**config.mk**
```make
export PLATFORM = sky130hd
export DESIGN_NAME = cac_core
export DESIGN_NICKNAME = d
export VERILOG_FILES = /design/src/verilog/cac_pkg.sv /design/src/verilog/cac_core.sv
export SDC_FILE = /design/constraint.sdc
export NUM_CORES = 1
export LEC_CHECK = 0
export ABC_AREA = 0
export BUFFER_PORTS_ARGS = -buffer_cell sky130_fd_sc_hd__buf_2
export CAP_MARGIN = 20
export CORE_ASPECT_RATIO = 1.2
export CORE_MARGIN = 10
export CORE_UTILIZATION = 40
export DETAILED_ROUTE_END_ITERATION = 12
export PLACE_DENSITY_LB_ADDON = 0.12
export SETUP_SLACK_MARGIN = 0.05
export SLEW_MARGIN = 30
export SYNTH_ARGS = -nofsm -noshare
export SYNTH_HDL_FRONTEND = slang
export SYNTH_SLANG_ARGS = --single-unit
```
**constraint.sdc**
```tcl
create_clock -name sys_clk -period 3.15 [get_ports sys_clk]
set_input_delay 0.1575 -clock sys_clk [delete_from_list [all_inputs] [get_ports sys_clk]]
set_output_delay 0.1575 -clock sys_clk [all_outputs]
set_load 0.005 [all_outputs]
```
**src/verilog/cac_pkg.sv**
```systemverilog
`default_nettype none
package cac_pkg;

  // bus-side request bundle
  typedef struct packed {
    logic        psel;
    logic        penable;
    logic        pwrite;
    logic [7:0]  paddr;
    logic [31:0] pwdata;
  } cac_apb_req_t;

  // register byte offsets
  localparam logic [7:0] OFS_MODE_CNT   = 8'h00;
  localparam logic [7:0] OFS_CTRL_FLAGS = 8'h04;
  localparam logic [7:0] OFS_CNT_LOW    = 8'h08;
  localparam logic [7:0] OFS_CNT_HIGH   = 8'h0C;
  localparam logic [7:0] OFS_MOD_MODE   = 8'h10;
  localparam logic [7:0] OFS_MOD_LOW    = 8'h14;
  localparam logic [7:0] OFS_MOD_HIGH   = 8'h18;

  // counter mode register fields
  localparam int BIT_OVF_IRQ_EN  = 0;
  localparam int BIT_SRC_LO      = 1;
  localparam int BIT_SRC_HI      = 2;
  localparam int BIT_WDOG_EN     = 6;
  localparam int BIT_IDLE_STOP   = 7;

  // control/flag register fields
  localparam int BIT_EVT_FLAG    = 4;
  localparam int BIT_RUN         = 6;
  localparam int BIT_OVF_FLAG    = 7;

  // module mode register fields
  localparam int BIT_MOD_IRQ_EN  = 0;
  localparam int BIT_PWM_SEL     = 1;
  localparam int BIT_TOGGLE      = 2;
  localparam int BIT_MATCH_EN    = 3;
  localparam int BIT_FALL_CAP    = 4;
  localparam int BIT_RISE_CAP    = 5;
  localparam int BIT_CMP_EN      = 6;

  // writable bit masks and reset values
  localparam logic [7:0] MASK_MODE_CNT   = 8'hC7;
  localparam logic [7:0] MASK_CTRL_FLAGS = 8'hD0;
  localparam logic [7:0] MASK_MOD_MODE   = 8'h7F;
  localparam logic [7:0] RST_BYTE        = 8'h00;

  // count sources
  localparam logic [1:0] SRC_OSC12 = 2'h0;
  localparam logic [1:0] SRC_OSC4  = 2'h1;
  localparam logic [1:0] SRC_T0OVF = 2'h2;
  localparam logic [1:0] SRC_EXT   = 2'h3;

  // prescaler: one shared modulo-12 count also yields the /4 tick
  localparam int         OSC_DIV_SLOW = 12;
  localparam int         OSC_DIV_FAST = 4;
  localparam logic [3:0] PRE_LAST     = 4'(OSC_DIV_SLOW - 1);
  localparam logic [1:0] PRE_FAST_END = 2'(OSC_DIV_FAST - 1);

  localparam logic [15:0] CNT_ALL_ONES = 16'hFFFF;
  localparam logic [7:0]  LOW_ALL_ONES = 8'hFF;

endpackage
`default_nettype wire

```
**src/verilog/cac_core.sv**
```systemverilog
// Operation
// - count source: osc/12, osc/4, timer 0 overflow, external pin rise
// - with idle-stop set, counter holds while the processor idles
// - overflow with overflow irq enable set raises the interrupt request
// - watchdog enable turns on watchdog action of the compare module
// - counter runs only while run control is set; clearing halts it
// - hardware sets overflow flag on wrap; only software clears it
// - hardware sets module event flag on match or capture; software clears
// - module irq enable gates the event flag onto the interrupt request
// - modulation select with comparator enable makes the module pin a pulse width output
// - toggle bit inverts the module pin on each compare match
// - match-flag bit makes a compare match set the event flag
// - falling and rising capture enables; both set captures either edge
// - comparator enable turns on the module comparator
// - enabled pin transition copies the counter into the capture pair
// - comparator plus match-flag: equality flags event, irq if enabled
// - toggle, match-flag and comparator together give high-speed output
// - pwm output low while counter low byte below duty, else high
// - duty low byte reloads from high byte when counter low wraps
`timescale 1ns/1ns
`default_nettype none
module cac_core
  import cac_pkg::*;
(
  input  wire logic                  sys_clk,
  input  wire logic                  rst_n,
  input  wire cac_pkg::cac_apb_req_t apbReq,
  output logic [31:0]                prdata,
  output logic                       pready,
  output logic                       pslverr,
  input  wire logic                  cpuIdle,
  input  wire logic                  timer0Ovf,
  input  wire logic                  externalCountInput,
  input  wire logic                  modulePinIn,
  output logic                       modulePinOut,
  output logic                       modulePinOe,
  output logic                       irqReq,
  output logic                       watchdogHit
);
  import cac_pkg::*;

  logic [7:0]  modeCnt_ff;
  logic        runCtl_ff;
  logic        ovfFlag_ff;
  logic        evtFlag_ff;
  logic [7:0]  modMode_ff;
  logic [15:0] cnt_ff;
  logic [15:0] nxt_cnt;
  logic [7:0]  modLow_ff;
  logic [7:0]  modHigh_ff;
  logic [3:0]  pre_ff;
  logic        extPrev_ff;
  logic        pinPrev_ff;
  logic        pinOut_ff;
  logic        irq_ff;
  logic        wdog_ff;
  logic [31:0] rdata_ff;

  logic        setupPh;
  logic        srcTick;
  logic        tick;
  logic        ovfEv;
  logic        matchEv;
  logic        capEv;
  logic        pwmMode;
  logic        lowWrap;
  logic        known;

  function automatic logic riseOf(input logic prev, input logic cur);
    riseOf = cur & ~prev;
  endfunction

  function automatic logic hitAddr(input logic [7:0] a);
    hitAddr = (a == OFS_MODE_CNT) || (a == OFS_CTRL_FLAGS) ||
              (a == OFS_CNT_LOW) || (a == OFS_CNT_HIGH) ||
              (a == OFS_MOD_MODE) || (a == OFS_MOD_LOW) ||
              (a == OFS_MOD_HIGH);
  endfunction

  function automatic logic wrTo(input cac_apb_req_t r, input logic [7:0] a);
    wrTo = r.psel & r.penable & r.pwrite & (r.paddr == a);
  endfunction

  // bus: zero wait states, read data latched in the setup phase
  assign setupPh = apbReq.psel & ~apbReq.penable;
  assign known   = hitAddr(apbReq.paddr);
  assign pready  = apbReq.psel & apbReq.penable;
  assign pslverr = pready & ~known;
  assign prdata  = rdata_ff;

  always_ff @(posedge sys_clk or negedge rst_n)
  begin
    if (!rst_n)
      rdata_ff <= 32'h0000_0000;
    else if (setupPh)
    begin
      case (apbReq.paddr)
        OFS_MODE_CNT:   rdata_ff <= {24'h00_0000, modeCnt_ff};
        OFS_CTRL_FLAGS: rdata_ff <= {24'h00_0000, ovfFlag_ff, runCtl_ff,
                                     1'b0, evtFlag_ff, 4'h0};
        OFS_CNT_LOW:    rdata_ff <= {24'h00_0000, cnt_ff[7:0]};
        OFS_CNT_HIGH:   rdata_ff <= {24'h00_0000, cnt_ff[15:8]};
        OFS_MOD_MODE:   rdata_ff <= {24'h00_0000, modMode_ff};
        OFS_MOD_LOW:    rdata_ff <= {24'h00_0000, modLow_ff};
        OFS_MOD_HIGH:   rdata_ff <= {24'h00_0000, modHigh_ff};
        default:        rdata_ff <= 32'h0000_0000;
      endcase
    end
  end

  // counter mode register
  always_ff @(posedge sys_clk or negedge rst_n)
  begin
    if (!rst_n)
      modeCnt_ff <= RST_BYTE;
    else if (wrTo(apbReq, OFS_MODE_CNT))
      modeCnt_ff <= apbReq.pwdata[7:0] & MASK_MODE_CNT;
  end

  // module mode register
  always_ff @(posedge sys_clk or negedge rst_n)
  begin
    if (!rst_n)
      modMode_ff <= RST_BYTE;
    else if (wrTo(apbReq, OFS_MOD_MODE))
      modMode_ff <= apbReq.pwdata[7:0] & MASK_MOD_MODE;
  end

  always_ff @(posedge sys_clk or negedge rst_n)
  begin
    if (!rst_n)
      runCtl_ff <= 1'b0;
    else if (wrTo(apbReq, OFS_CTRL_FLAGS))
      runCtl_ff <= apbReq.pwdata[BIT_RUN];
  end

  // source ticks; prescaler free-runs so osc ticks stay evenly spaced
  always_ff @(posedge sys_clk or negedge rst_n)
  begin
    if (!rst_n)
      pre_ff <= 4'h0;
    else if (pre_ff == PRE_LAST)
      pre_ff <= 4'h0;
    else
      pre_ff <= pre_ff + 4'h1;
  end

  always_ff @(posedge sys_clk or negedge rst_n)
  begin
    if (!rst_n)
    begin
      extPrev_ff <= 1'b0;
      pinPrev_ff <= 1'b0;
    end
    else
    begin
      extPrev_ff <= externalCountInput;
      pinPrev_ff <= modulePinIn;
    end
  end

  always_comb
  begin
    case (modeCnt_ff[BIT_SRC_HI:BIT_SRC_LO])
      SRC_OSC12: srcTick = (pre_ff == PRE_LAST);
      SRC_OSC4:  srcTick = (pre_ff[1:0] == PRE_FAST_END);
      SRC_T0OVF: srcTick = timer0Ovf;
      SRC_EXT:   srcTick = riseOf(extPrev_ff, externalCountInput);
      default:   srcTick = 1'b0;
    endcase
  end

  assign tick = srcTick & runCtl_ff
              & ~(modeCnt_ff[BIT_IDLE_STOP] & cpuIdle);
  assign nxt_cnt = cnt_ff + 16'h0001;
  assign ovfEv   = tick & (cnt_ff == CNT_ALL_ONES);
  assign lowWrap = tick & (cnt_ff[7:0] == LOW_ALL_ONES);

  // counter; a software write to a byte beats a tick in the same cycle
  always_ff @(posedge sys_clk or negedge rst_n)
  begin
    if (!rst_n)
      cnt_ff <= 16'h0000;
    else
    begin
      if (tick)
        cnt_ff <= nxt_cnt;
      if (wrTo(apbReq, OFS_CNT_LOW))
        cnt_ff[7:0] <= apbReq.pwdata[7:0];
      if (wrTo(apbReq, OFS_CNT_HIGH))
        cnt_ff[15:8] <= apbReq.pwdata[7:0];
    end
  end

  // module decode
  assign pwmMode = modMode_ff[BIT_PWM_SEL]
                 & modMode_ff[BIT_CMP_EN];
  assign matchEv = tick & modMode_ff[BIT_CMP_EN] & ~pwmMode
                 & (nxt_cnt == {modHigh_ff, modLow_ff});
  assign capEv = (modMode_ff[BIT_RISE_CAP]
                  & riseOf(pinPrev_ff, modulePinIn))
               | (modMode_ff[BIT_FALL_CAP]
                  & riseOf(modulePinIn, pinPrev_ff));

  // capture pair; hardware capture and pwm reload beat software writes
  always_ff @(posedge sys_clk or negedge rst_n)
  begin
    if (!rst_n)
    begin
      modLow_ff  <= RST_BYTE;
      modHigh_ff <= RST_BYTE;
    end
    else if (capEv)
    begin
      modLow_ff  <= cnt_ff[7:0];
      modHigh_ff <= cnt_ff[15:8];
    end
    else
    begin
      if (pwmMode && lowWrap)
        modLow_ff <= modHigh_ff;
      else if (wrTo(apbReq, OFS_MOD_LOW))
        modLow_ff <= apbReq.pwdata[7:0];
      if (wrTo(apbReq, OFS_MOD_HIGH))
        modHigh_ff <= apbReq.pwdata[7:0];
    end
  end

  // flags: hardware set wins over a software clear in the same cycle
  always_ff @(posedge sys_clk or negedge rst_n)
  begin
    if (!rst_n)
    begin
      ovfFlag_ff <= 1'b0;
      evtFlag_ff <= 1'b0;
    end
    else
    begin
      if (ovfEv)
        ovfFlag_ff <= 1'b1;
      else if (wrTo(apbReq, OFS_CTRL_FLAGS))
        ovfFlag_ff <= apbReq.pwdata[BIT_OVF_FLAG];
      if (capEv || (matchEv && modMode_ff[BIT_MATCH_EN]))
        evtFlag_ff <= 1'b1;
      else if (wrTo(apbReq, OFS_CTRL_FLAGS))
        evtFlag_ff <= apbReq.pwdata[BIT_EVT_FLAG];
    end
  end

  // pin output: pwm level or toggle; registered so the pin never glitches
  always_ff @(posedge sys_clk or negedge rst_n)
  begin
    if (!rst_n)
      pinOut_ff <= 1'b0;
    else if (pwmMode)
      pinOut_ff <= (cnt_ff[7:0] >= modLow_ff);
    else if (matchEv && modMode_ff[BIT_TOGGLE])
      pinOut_ff <= ~pinOut_ff;
  end

  assign modulePinOut = pinOut_ff;
  assign modulePinOe  = pwmMode | modMode_ff[BIT_TOGGLE];

  // interrupt request and watchdog hit
  always_ff @(posedge sys_clk or negedge rst_n)
  begin
    if (!rst_n)
    begin
      irq_ff  <= 1'b0;
      wdog_ff <= 1'b0;
    end
    else
    begin
      irq_ff <= (ovfFlag_ff & modeCnt_ff[BIT_OVF_IRQ_EN])
              | (evtFlag_ff & modMode_ff[BIT_MOD_IRQ_EN]);
      // watchdog mode: match flag set, toggle clear
      wdog_ff <= modeCnt_ff[BIT_WDOG_EN] & matchEv
               & modMode_ff[BIT_MATCH_EN] & ~modMode_ff[BIT_TOGGLE];
    end
  end

  assign irqReq      = irq_ff;
  assign watchdogHit = wdog_ff;

  logic noCntWr;
  assign noCntWr = ~wrTo(apbReq, OFS_CNT_LOW) & ~wrTo(apbReq, OFS_CNT_HIGH);

  logic noFlagWr;
  assign noFlagWr = ~wrTo(apbReq, OFS_CTRL_FLAGS);
endmodule // cac_core
`default_nettype wire

```
==> results of run 1 <==
==> metal layers <==
layer	global-route usage (%)	wire, um	up-vias
met5	0	0	-
met4	6.06	299	0
met3	3.24	686	19
met2	29.7	6710	104
met1	21.9	5770	1788
li1	-	-	1740
==> where the power goes <==
part | leakage [uW] | switching, uW | internal [uW]
logic | 0.00118 | 174 | 132
registers | 0.000864 | 82.4 | 865
clock network | 0.000157 | 394 | 701
total | 0.00220 | 651 | 1700
==> placed cells by master, fill, tap and decap left out, types with 17 or more instances in the layout <==
cell type,instances
buf_2,38
xnor2_1,17
mux2i_1,24
nand3_1,19
nand2_1,42
conb_1,24
o21ai_0,32
a21oi_1,28
dfrtp_1,64
nor2_1,36
==> Yosys cell counts, types with 12 or more instances <==
library cell	number
o21ai_0	33
a21oi_1	29
buf_4	28
a22oi_1	12
dfrtp_1	64
xnor2_1	17
xor2_1	15
inv_1	12
nand3_1	19
mux2_2	16
mux2i_1	24
nor2_1	36
clkbuf_1	19
nand2_1	42
==> sequential cells by signal, indices dropped and copies added (netlist names) <==
name and count:
cnt_ff 16, modHigh_ff 8, modLow_ff 8, prdata 8, modMode_ff 7, modeCnt_ff 5
pre_ff 4, evtFlag_ff 1, extPrev_ff 1, irqReq 1, modulePinOut 1, ovfFlag_ff 1
pinPrev_ff 1, runCtl_ff 1, watchdogHit 1
==> cell type report <==
class,count,area [um2],area share [%]
sequential,64,1600,32.3
timing repair buffer,53,310,6.26
multi-input combinational,371,2510,50.7
clock inverter,7,103,2.07
clock buffer,9,225,4.54
tap,129,161,3.26
inverter,12,45.0,0.908
==> logic make-up (layout without fill, tap and decap cells) <==
family	count (synthesis)	after routing	synth area share (%)
other	1	24	0.0855
multiplexers	42	42	10.6
AO/OA/AOI/OAI	104	104	15.5
adder cells (fa/ha/maj)	10	10	2.85
AND/OR/NAND/NOR	158	158	19.0
buffers and inverters	66	81	8.33
flip-flops	64	64	36.5
XOR/XNOR	33	33	7.02
==> through the flow <==
stage          worst slack, ns  hold WS (ns)  power, uW  util (%)
6_report                 0.343         0.146       2350      46.7
5_1_grt                  0.191         0.166       2440      46.7
4_1_cts                  0.356         0.142       2360      46.7
3_5_place_dp             0.364         0.166       1260      43.3
3_3_place_gp             0.418         0.167       1260      43.3
2_1_floorplan            0.682        -0.138       1160         -
==> worst register-to-register path, delay by kind of cell, from the launching register on <==
kind                     cells  cell delay [ns]
AO/OA/AOI/OAI                2             0.47
adder cells (fa/ha/maj)      1             0.32
buffers and inverters        1             0.09
flip-flops                   1             0.58
AND/OR/NAND/NOR              5             1.27
==> path summary, 6_finish.rpt <==
kind / startpoint / endpoint / slack [ns] / depth (start not counted)
max: cnt_ff[0] / modulePinOut / 0.34 / 9
min: apbReq[0] / cnt_ff[8] / 0.15 / 3
max reg2reg: cnt_ff[0] / modulePinOut / 0.34 / 9
min reg2reg: pre_ff[0] / pre_ff[0] / 0.45 / 1
max in group asynchronous: rst_n / prdata[4] / 1.85 / 3
min in group asynchronous: rst_n / cnt_ff[2] / 0.34 / 2
==> impl_metrics.py, run 1 <==
metrics = {
    "cts": {
        "cts_sinks": 64,
        "holdBufCountCts": 3,
        "cts_tree": "built",
        "htreeDepth": 3,
        "clock_path_buffers": 2,
        "cts_buffers": 9,
        "clock_latency_ns": 0.33,
        "ctsResizeCount": 0,
        "postCtsSetupRepairBufs": 0,
        "path_clk_slew_ns": 0.06,
        "root_buffer": "clkbuf_16",
    },
    "grt": {
        "grt_pass1_vias": 3719,
        "antenna_found_initial": 0,
        "grt_pass1_wl_um": 21100,
        "grt_usage_pct": 17.6,
        "grt_max_degree": 45,
        "grt-ovfl-total": 0,
    },
    "flow_run": {
        "cap_viol_max_count": 0,
    },
    "yosys": {
        "seq_area_frac_synth_pct": 36.5,
        "yosysTopAreaCell": "dfrtp_1",
        "yosys_warnings": 0,
        "synth-main-ff-cell": "dfrtp_1",
        "synth_area_per_cell_um2": 9.17,
        "synth_edf_count": 0,
        "synth_area_leaders": "dfrtp_1 37%, mux2i_1 5.5%, buf_4 4.8%, mux2_2 4.1%, o21ai_0 3.8%",
        "synth.ff_latch_count": 64,
        "async_reset_ff_share_pct": 100,
        "synth_top_area_share_pct": 36.5,
        "netlist_area_um2": 4390,
        "synth.distinct_cells": 56,
        "syn_inst": 478,
    },
    "critical_path": {
        "cpPeakStageDelay_ns": 0.58,
        "cp-start-kind": "flip-flop",
        "critPathCaptureType": "flip-flop",
        "cp.arrival_ns": 3.06,
        "cp_slowest_cell": "dfrtp_1",
        "critPathKind": "reg -> reg",
        "path_max_fanout": 8,
        "crit_family": "simple AND/OR/NAND/NOR gates",
        "cp_cell_sequence": "inv_1 -> ha_1 -> nor2_1 -> nand3_1 -> or3_4 -> a2111oi_4 -> nand4_1 -> or4_1 -> a31oi_1",
        "cp.required_ns": 3.40,
        "crit_buf_inv": 1,
    },
    "place": {
        "port_buffers": 38,
        "globalplace.congestion": 0.918,
        "dpl.hpwl_um": 10200,
        "numPlacedInstances": 626,
        "place_area_um2": 4600,
    },
    "sta": {
        "min_period_ns": 2.81,
        "final-hold-violation-count": 0,
        "worstMarginPinSlew_ns": 0.737,
        "setup_violations": 0,
        "rsz0062_at_grt": "false",
        "clock.fmax_mhz": 356,
        "fin_setup_tns_ns": 0,
        "maxSlewViolCount": 0,
        "skew_ns": 0.00394,
        "period_share_pct": 89.1,
        "slew_headroom_pct": 50.7,
    },
    "routing": {
        "viasPerCell": 5.66,
        "drc": 0,
        "dr.pass1.iters": 7,
        "avgRoutedWirePerCell_um": 20.9,
        "antenna_left": 0,
        "vias": 3651,
        "drt_iter0_drc": 258,
        "drt_wl_total_um": 13500,
    },
    "floorplanning": {
        "start_util_pct": 41.3,
        "die_x_um": 116,
        "rows": 41,
        "die_height_um": 135,
        "dieArea_um2": 15600,
        "core_um2": 10600,
        "ios": 87,
    },
    "finish": {
        "drive_gt1_share_pct": 19.2,
        "stdcell_count": 645,
        "fin_area_um2": 4960,
        "syn_to_final_growth_pct": 13.1,
        "nFillCells": 1061,
        "insertedDiodeCount": 0,
        "finalNetCount": 570,
    },
    "pwr": {
        "vdd.ir_drop.worst_mv": 0.329,
        "power_density_nw_per_um2": 474,
        "leakagePower_uw": 0.00220,
    },
    "hold_path": {
        "hold_class": "in -> reg",
    },
    "outcome": {
        "outcome": "finished, final reports clean",
    },
}
(Power assumes the default switching activity.)
==> inputs of run 2 (changes only) <==
--- a/config.mk
+++ b/config.mk
@@ -13,6 +13,7 @@
 export CORE_UTILIZATION = 40
 export DETAILED_ROUTE_END_ITERATION = 12
 export PLACE_DENSITY_LB_ADDON = 0.12
+export RECOVER_POWER = 50
 export SETUP_SLACK_MARGIN = 0.05
 export SLEW_MARGIN = 30
 export SYNTH_ARGS = -nofsm -noshare
==> impl_metrics.py, run 2 (synthesis results as in run 1) <==
metrics = {
    "outcome": {
        "outcome": "finished, final reports clean",
    },
    "routing": {
        "drc": 0,
        "vias": 3654,
        "avgRoutedWirePerCell_um": 20.9,
        "antenna_left": 0,
        "viasPerCell": 5.67,
        "dr.pass1.iters": 5,
        "drt_wl_total_um": 13500,
        "drt_iter0_drc": 202,
    },
    "finish": {
        "syn_to_final_growth_pct": 12.6,
        "layout_common_cells": "64 x dfrtp_1, 42 x nand2_1, 36 x nor2_1, 32 x o21ai_0, 28 x a21oi_1",
        "largest_register_ffs": 16,
        "layout_commonest_cell": "dfrtp_1",
        "drive_gt1_share_pct": 16.3,
        "top_register": "cnt_ff",
        "insertedDiodeCount": 0,
        "fin_area_um2": 4940,
        "finalNetCount": 570,
    },
    "cts": {
        "path_clk_slew_ns": 0.06,
        "cts_tree": "built",
        "root_buffer": "clkbuf_16",
        "clock_latency_ns": 0.33,
        "postCtsSetupRepairBufs": 0,
        "clock_path_buffers": 2,
        "cts_buffers": 9,
        "cts_sinks": 64,
        "htreeDepth": 3,
    },
    "place": {
        "place_area_um2": 4600,
        "dpl.hpwl_um": 10200,
        "port_buffers": 38,
        "globalplace.congestion": 0.918,
    },
    "sta": {
        "skew_ns": 0.00357,
        "setup_violations": 0,
        "maxSlewViolCount": 0,
        "min_period_ns": 2.79,
        "worstMarginPinSlew_ns": 1.23,
        "slew_headroom_pct": 18.1,
        "clock.fmax_mhz": 358,
        "period_share_pct": 88.7,
        "final-hold-violation-count": 0,
        "rsz0062_at_grt": "false",
        "fin_setup_tns_ns": 0,
    },
    "floorplanning": {
        "start_util_pct": 41.3,
        "dieArea_um2": 15600,
        "core_um2": 10600,
        "ios": 87,
        "die_x_um": 116,
        "die_height_um": 135,
        "rows": 41,
    },
    "grt": {
        "grt_pass1_wl_um": 21100,
        "grt_pass1_vias": 3719,
        "grt_max_degree": 45,
        "antenna_found_initial": 0,
        "grt_usage_pct": 17.6,
        "grt-ovfl-total": 0,
    },
    "flow_run": {
        "cap_viol_max_count": 0,
    },
    "hold_path": {
        "hp-start": "apbReq[0]",
        "hold_class": "in -> reg",
    },
    "pwr": {
        "power_density_nw_per_um2": 475,
        "vdd.ir_drop.worst_mv": 0.329,
        "p_seq_share_pct": 40.4,
        "p_int_uw": 1700,
        "pwr-share-comb_pct": 13.0,
        "netSwitchingPower_uw": 652,
        "leakagePower_uw": 0.00215,
        "clkPwrFrac_pct": 46.7,
        "power.share.switching_pct": 27.8,
    },
    "critical_path": {
        "r2r-start": "cnt_ff[0]",
        "critPathCaptureType": "flip-flop",
        "cpPeakStageDelay_ns": 0.57,
        "cp-startpoint": "cnt_ff[0]",
        "cp_slowest_cell": "dfrtp_1",
        "cp_cell_sequence": "inv_1 -> ha_1 -> nor2_1 -> nand3_1 -> or3_4 -> a2111oi_4 -> nand4_1 -> or4_1 -> a31oi_1",
        "cp-start-kind": "flip-flop",
        "critPathKind": "reg -> reg",
        "path_max_fanout": 8,
        "cp.required_ns": 3.41,
        "crit_buf_inv": 1,
        "crit_family": "simple AND/OR/NAND/NOR gates",
        "cp.arrival_ns": 3.05,
    },
}
-- run 2: cell count changes in the layout (fill, tap and decap cells not counted) --
| cell | previous run | this run |
|---|---|---|
| buf_2 | 38 | 24 |
| clkbuf_2 | 0 | 1 |
| clkbuf_1 | 0 | 14 |
| mux2_2 | 16 | 15 |
| mux2_1 | 0 | 1 |
| buf_4 | 12 | 11 |
-- run 2: power groups by stage --
| stage | clock network (uW) | logic, uW | registers [uW] |
|---|---|---|---|
| after floorplan | 0 | 236 | 921 |
| after global placement | 0 | 296 | 960 |
| after detailed placement | 0 | 301 | 960 |
| after CTS | 1110 | 306 | 946 |
| after global routing | 1140 | 346 | 952 |
| final | 1100 | 304 | 948 |
-- run 2: metal layers --
| metal | up-vias | routed length (um) | share of wire, % | track usage, % |
|---|---|---|---|---|
| li1 | 1733 | - | - | - |
| met1 | 1800 | 5830 | 43 | 21.9 |
| met2 | 102 | 6700 | 50 | 29.7 |
| met3 | 19 | 648 | 4.8 | 3.24 |
| met4 | 0 | 297 | 2.2 | 6.06 |
| met5 | - | 0 | 0 | 0 |
-- run 2: area by class of cell --
cell class                      instances  area (um2)
Fill cell                            1074        5680
Multi-Input combinational cell        371        2510
Sequential cell                        64        1600
Timing Repair Buffer                   53         290
Clock buffer                            9         225
Tap cell                              129         161
Clock inverter                          7         103
Inverter                               12        45.0
-- run 2: worst register-to-register path: cells and delay by family, from the launching register on --
family | cells | cell delay (ns)
AOI/OAI and AO/OA | 2 | 0.47
adders and majority gates | 1 | 0.32
buffers and inverters | 1 | 0.09
DFF | 1 | 0.57
and+or+nand+nor | 5 | 1.26
-- run 2: worst paths after layout --
path	end	slack (ns)	cells after the start
hold reg to reg	pre_ff[0]	0.45	1
setup / recovery	modulePinOut	0.36	9
hold / removal	cnt_ff[8]	0.14	3
max in group asynchronous	prdata[4]	0.81	3
min in group asynchronous	cnt_ff[2]	0.61	2
setup reg to reg	modulePinOut	0.36	9
-- run 2: what timing repair did --
item,in CTS,in global routing
gates resized for setup,0,0
hold endpoints to repair,22,0
hold buffers,3,0
-- run 2: stage by stage --
| stage | total power, uW | util, % | setup WS [ns] | hold WS, ns | std cells |
|---|---|---|---|---|---|
| 2_1_floorplan | 1160 | - | 0.682 | -0.138 | 501 |
| 3_3_place_gp | 1260 | 43.3 | 0.418 | 0.167 | 626 |
| 3_5_place_dp | 1260 | 43.3 | 0.364 | 0.166 | 626 |
| 4_1_cts | 2360 | 46.7 | 0.356 | 0.142 | 645 |
| 5_1_grt | 2440 | 46.5 | 0.191 | 0.166 | 645 |
| 6_report | 2350 | 46.5 | 0.357 | 0.144 | 645 |
==> inputs of run 3 (changes only) <==
--- a/config.mk
+++ b/config.mk
@@ -12,7 +12,7 @@
 export CORE_MARGIN = 10
 export CORE_UTILIZATION = 40
 export DETAILED_ROUTE_END_ITERATION = 12
-export PLACE_DENSITY_LB_ADDON = 0.12
+export PLACE_DENSITY = 0.66
 export RECOVER_POWER = 50
 export SETUP_SLACK_MARGIN = 0.05
 export SLEW_MARGIN = 30
==> impl_metrics.py, run 3 (synthesis results as in run 1) <==
metrics = {
    "place": {
        "globalplace.congestion": 0.943,
        "dpl.hpwl_um": 9780,
        "port_buffers": 38,
    },
    "critical_path": {
        "crit_family": "simple AND/OR/NAND/NOR gates",
        "critPathKind": "reg -> reg",
        "timing.rr.end": "modulePinOut",
        "cp_slowest_cell": "dfrtp_1",
        "r2r-start": "cnt_ff[5]",
        "path_max_fanout": 10,
        "cp_cell_sequence": "and4_1 -> a21oi_2 -> or3_4 -> a2111oi_4 -> nand4_1 -> or4_1 -> a31oi_1",
        "crit_buf_inv": 0,
        "crit_end": "modulePinOut",
        "critPathCaptureType": "flip-flop",
        "cp.arrival_ns": 3.03,
        "cp.depth": 7,
        "cp-start-kind": "flip-flop",
        "cp-startpoint": "cnt_ff[5]",
        "r2r_slack_ns": 0.38,
        "reg2regPathDepth": 7,
        "cp.required_ns": 3.41,
        "cpPeakStageDelay_ns": 0.61,
    },
    "pwr": {
        "leakagePower_uw": 0.00215,
        "vdd.ir_drop.worst_mv": 0.244,
        "power_density_nw_per_um2": 475,
    },
    "finish": {
        "insertedDiodeCount": 0,
        "finalNetCount": 570,
        "syn_to_final_growth_pct": 12.6,
        "final_core_util_pct": 46.5,
        "layout_commonest_cell": "dfrtp_1",
        "top_register": "cnt_ff",
        "layout_common_cells": "64 x dfrtp_1, 42 x nand2_1, 36 x nor2_1, 32 x o21ai_0, 28 x a21oi_1",
        "drive_gt1_share_pct": 16.7,
        "largest_register_ffs": 16,
    },
    "routing": {
        "drc": 0,
        "dr.pass1.iters": 5,
        "dr_wl_met2_um": 6310,
        "wl_met3_um": 977,
        "vias": 3780,
        "viasPerCell": 5.86,
        "avgRoutedWirePerCell_um": 20.3,
        "drt_iter0_drc": 305,
        "antenna_left": 0,
        "drt_wl_total_um": 13100,
        "dr.max_layer_used": "met4",
        "wl_met1_um": 5170,
    },
    "grt": {
        "grt_usage_pct": 17.1,
        "grt-ovfl-total": 0,
        "grt_max_degree": 39,
        "grt_pass1_vias": 3743,
        "grt_pass1_wl_um": 20500,
        "antenna_found_initial": 0,
    },
    "cts": {
        "htreeDepth": 3,
        "clock_path_buffers": 2,
        "cts_buffers": 9,
        "ctsResizeCount": 0,
        "clock_latency_ns": 0.34,
        "root_buffer": "clkbuf_16",
        "cts_sinks": 64,
        "cts_tree": "built",
        "path_clk_slew_ns": 0.06,
    },
    "sta": {
        "fin_setup_tns_ns": 0,
        "clock.fmax_mhz": 362,
        "skew_ns": 0.00419,
        "min_period_ns": 2.77,
        "setup_violations": 0,
        "period_share_pct": 87.8,
        "rsz0062_at_grt": "false",
        "maxSlewViolCount": 0,
        "slew_headroom_pct": 0.630,
        "final-hold-violation-count": 0,
        "worstMarginPinSlew_ns": 1.49,
    },
    "outcome": {
        "outcome": "finished, final reports clean",
    },
    "floorplanning": {
        "core_um2": 10600,
        "rows": 41,
        "die_height_um": 135,
        "start_util_pct": 41.3,
        "die_x_um": 116,
        "ios": 87,
        "dieArea_um2": 15600,
    },
    "hold_path": {
        "hold_class": "in -> reg",
    },
    "flow_run": {
        "cap_viol_max_count": 0,
    },
}
run 3: cell types whose count changed in the layout (fill, tap and decap cells not counted), sizes merged:
cell / before / now
clkinvlp: 1 / 2
clkinv: 2 / 1
inv: 14 / 12
buf: 35 / 37
run 3: worst min-delay path by stage:
| stage | depth (start not counted) | start | endpoint |
|---|---|---|---|
| final | 3 | apbReq[3] | cnt_ff[11] |
| after CTS | 3 | apbReq[3] | cnt_ff[11] |
| after detailed placement | 1 | rst_n | watchdogHit |
| after global placement | 1 | rst_n | watchdogHit |
| after global routing | 3 | apbReq[5] | cnt_ff[13] |
| after floorplan | 0 | rst_n | cnt_ff[0] |
run 3: worst register-to-register path: stages (launching register included):
cell and delay [ns]:
dfrtp_1 0.61, and4_1 0.46, a21oi_2 0.09, or3_4 0.41, a2111oi_4 0.31, nand4_1 0.15
or4_1 0.49, a31oi_1 0.17
run 3: metal layers:
metal / up-vias / global-route usage (%)
li1: 1724 / -
met1: 1838 / 20.3
met2: 180 / 27.7
met5: - / 0
met3: 38 / 3.06
met4: 0 / 11.1
run 3: repair_timing:
item	in CTS	in global routing
setup buffers	0	0
hold buffers	3	0
endpoints found under the hold margin	28	0
run 3: power breakdown:
part	internal (uW)	total, uW	switching (uW)	leakage (uW)
clock network	713	1090	375	0.000152
logic	130	306	176	0.00113
registers	866	949	83.0	0.000864
run 3: cell type report:
cell class / instances / area, um2
clock buffers: 11 / 243
clock inverters: 5 / 80.1
fillers: 1026 / 5680
inverters: 12 / 45.0
multi-input cells: 371 / 2510
flip-flops and latches: 64 / 1600
well taps: 129 / 161
repair buffers: 53 / 293
run 3: per-stage QoR:
step                instances  hold slack (ns)  setup slack (ns)  cell area, um2  power (uW)
CTS                       645            0.130             0.406            4950        2350
detailed placement        626            0.204             0.421            4600        1260
floorplan                 501           -0.138             0.682            4470        1160
global route              645            0.157             0.214            4940        2420
global placement          626            0.193             0.484            4600        1250
finish                    645            0.137             0.384            4940        2340
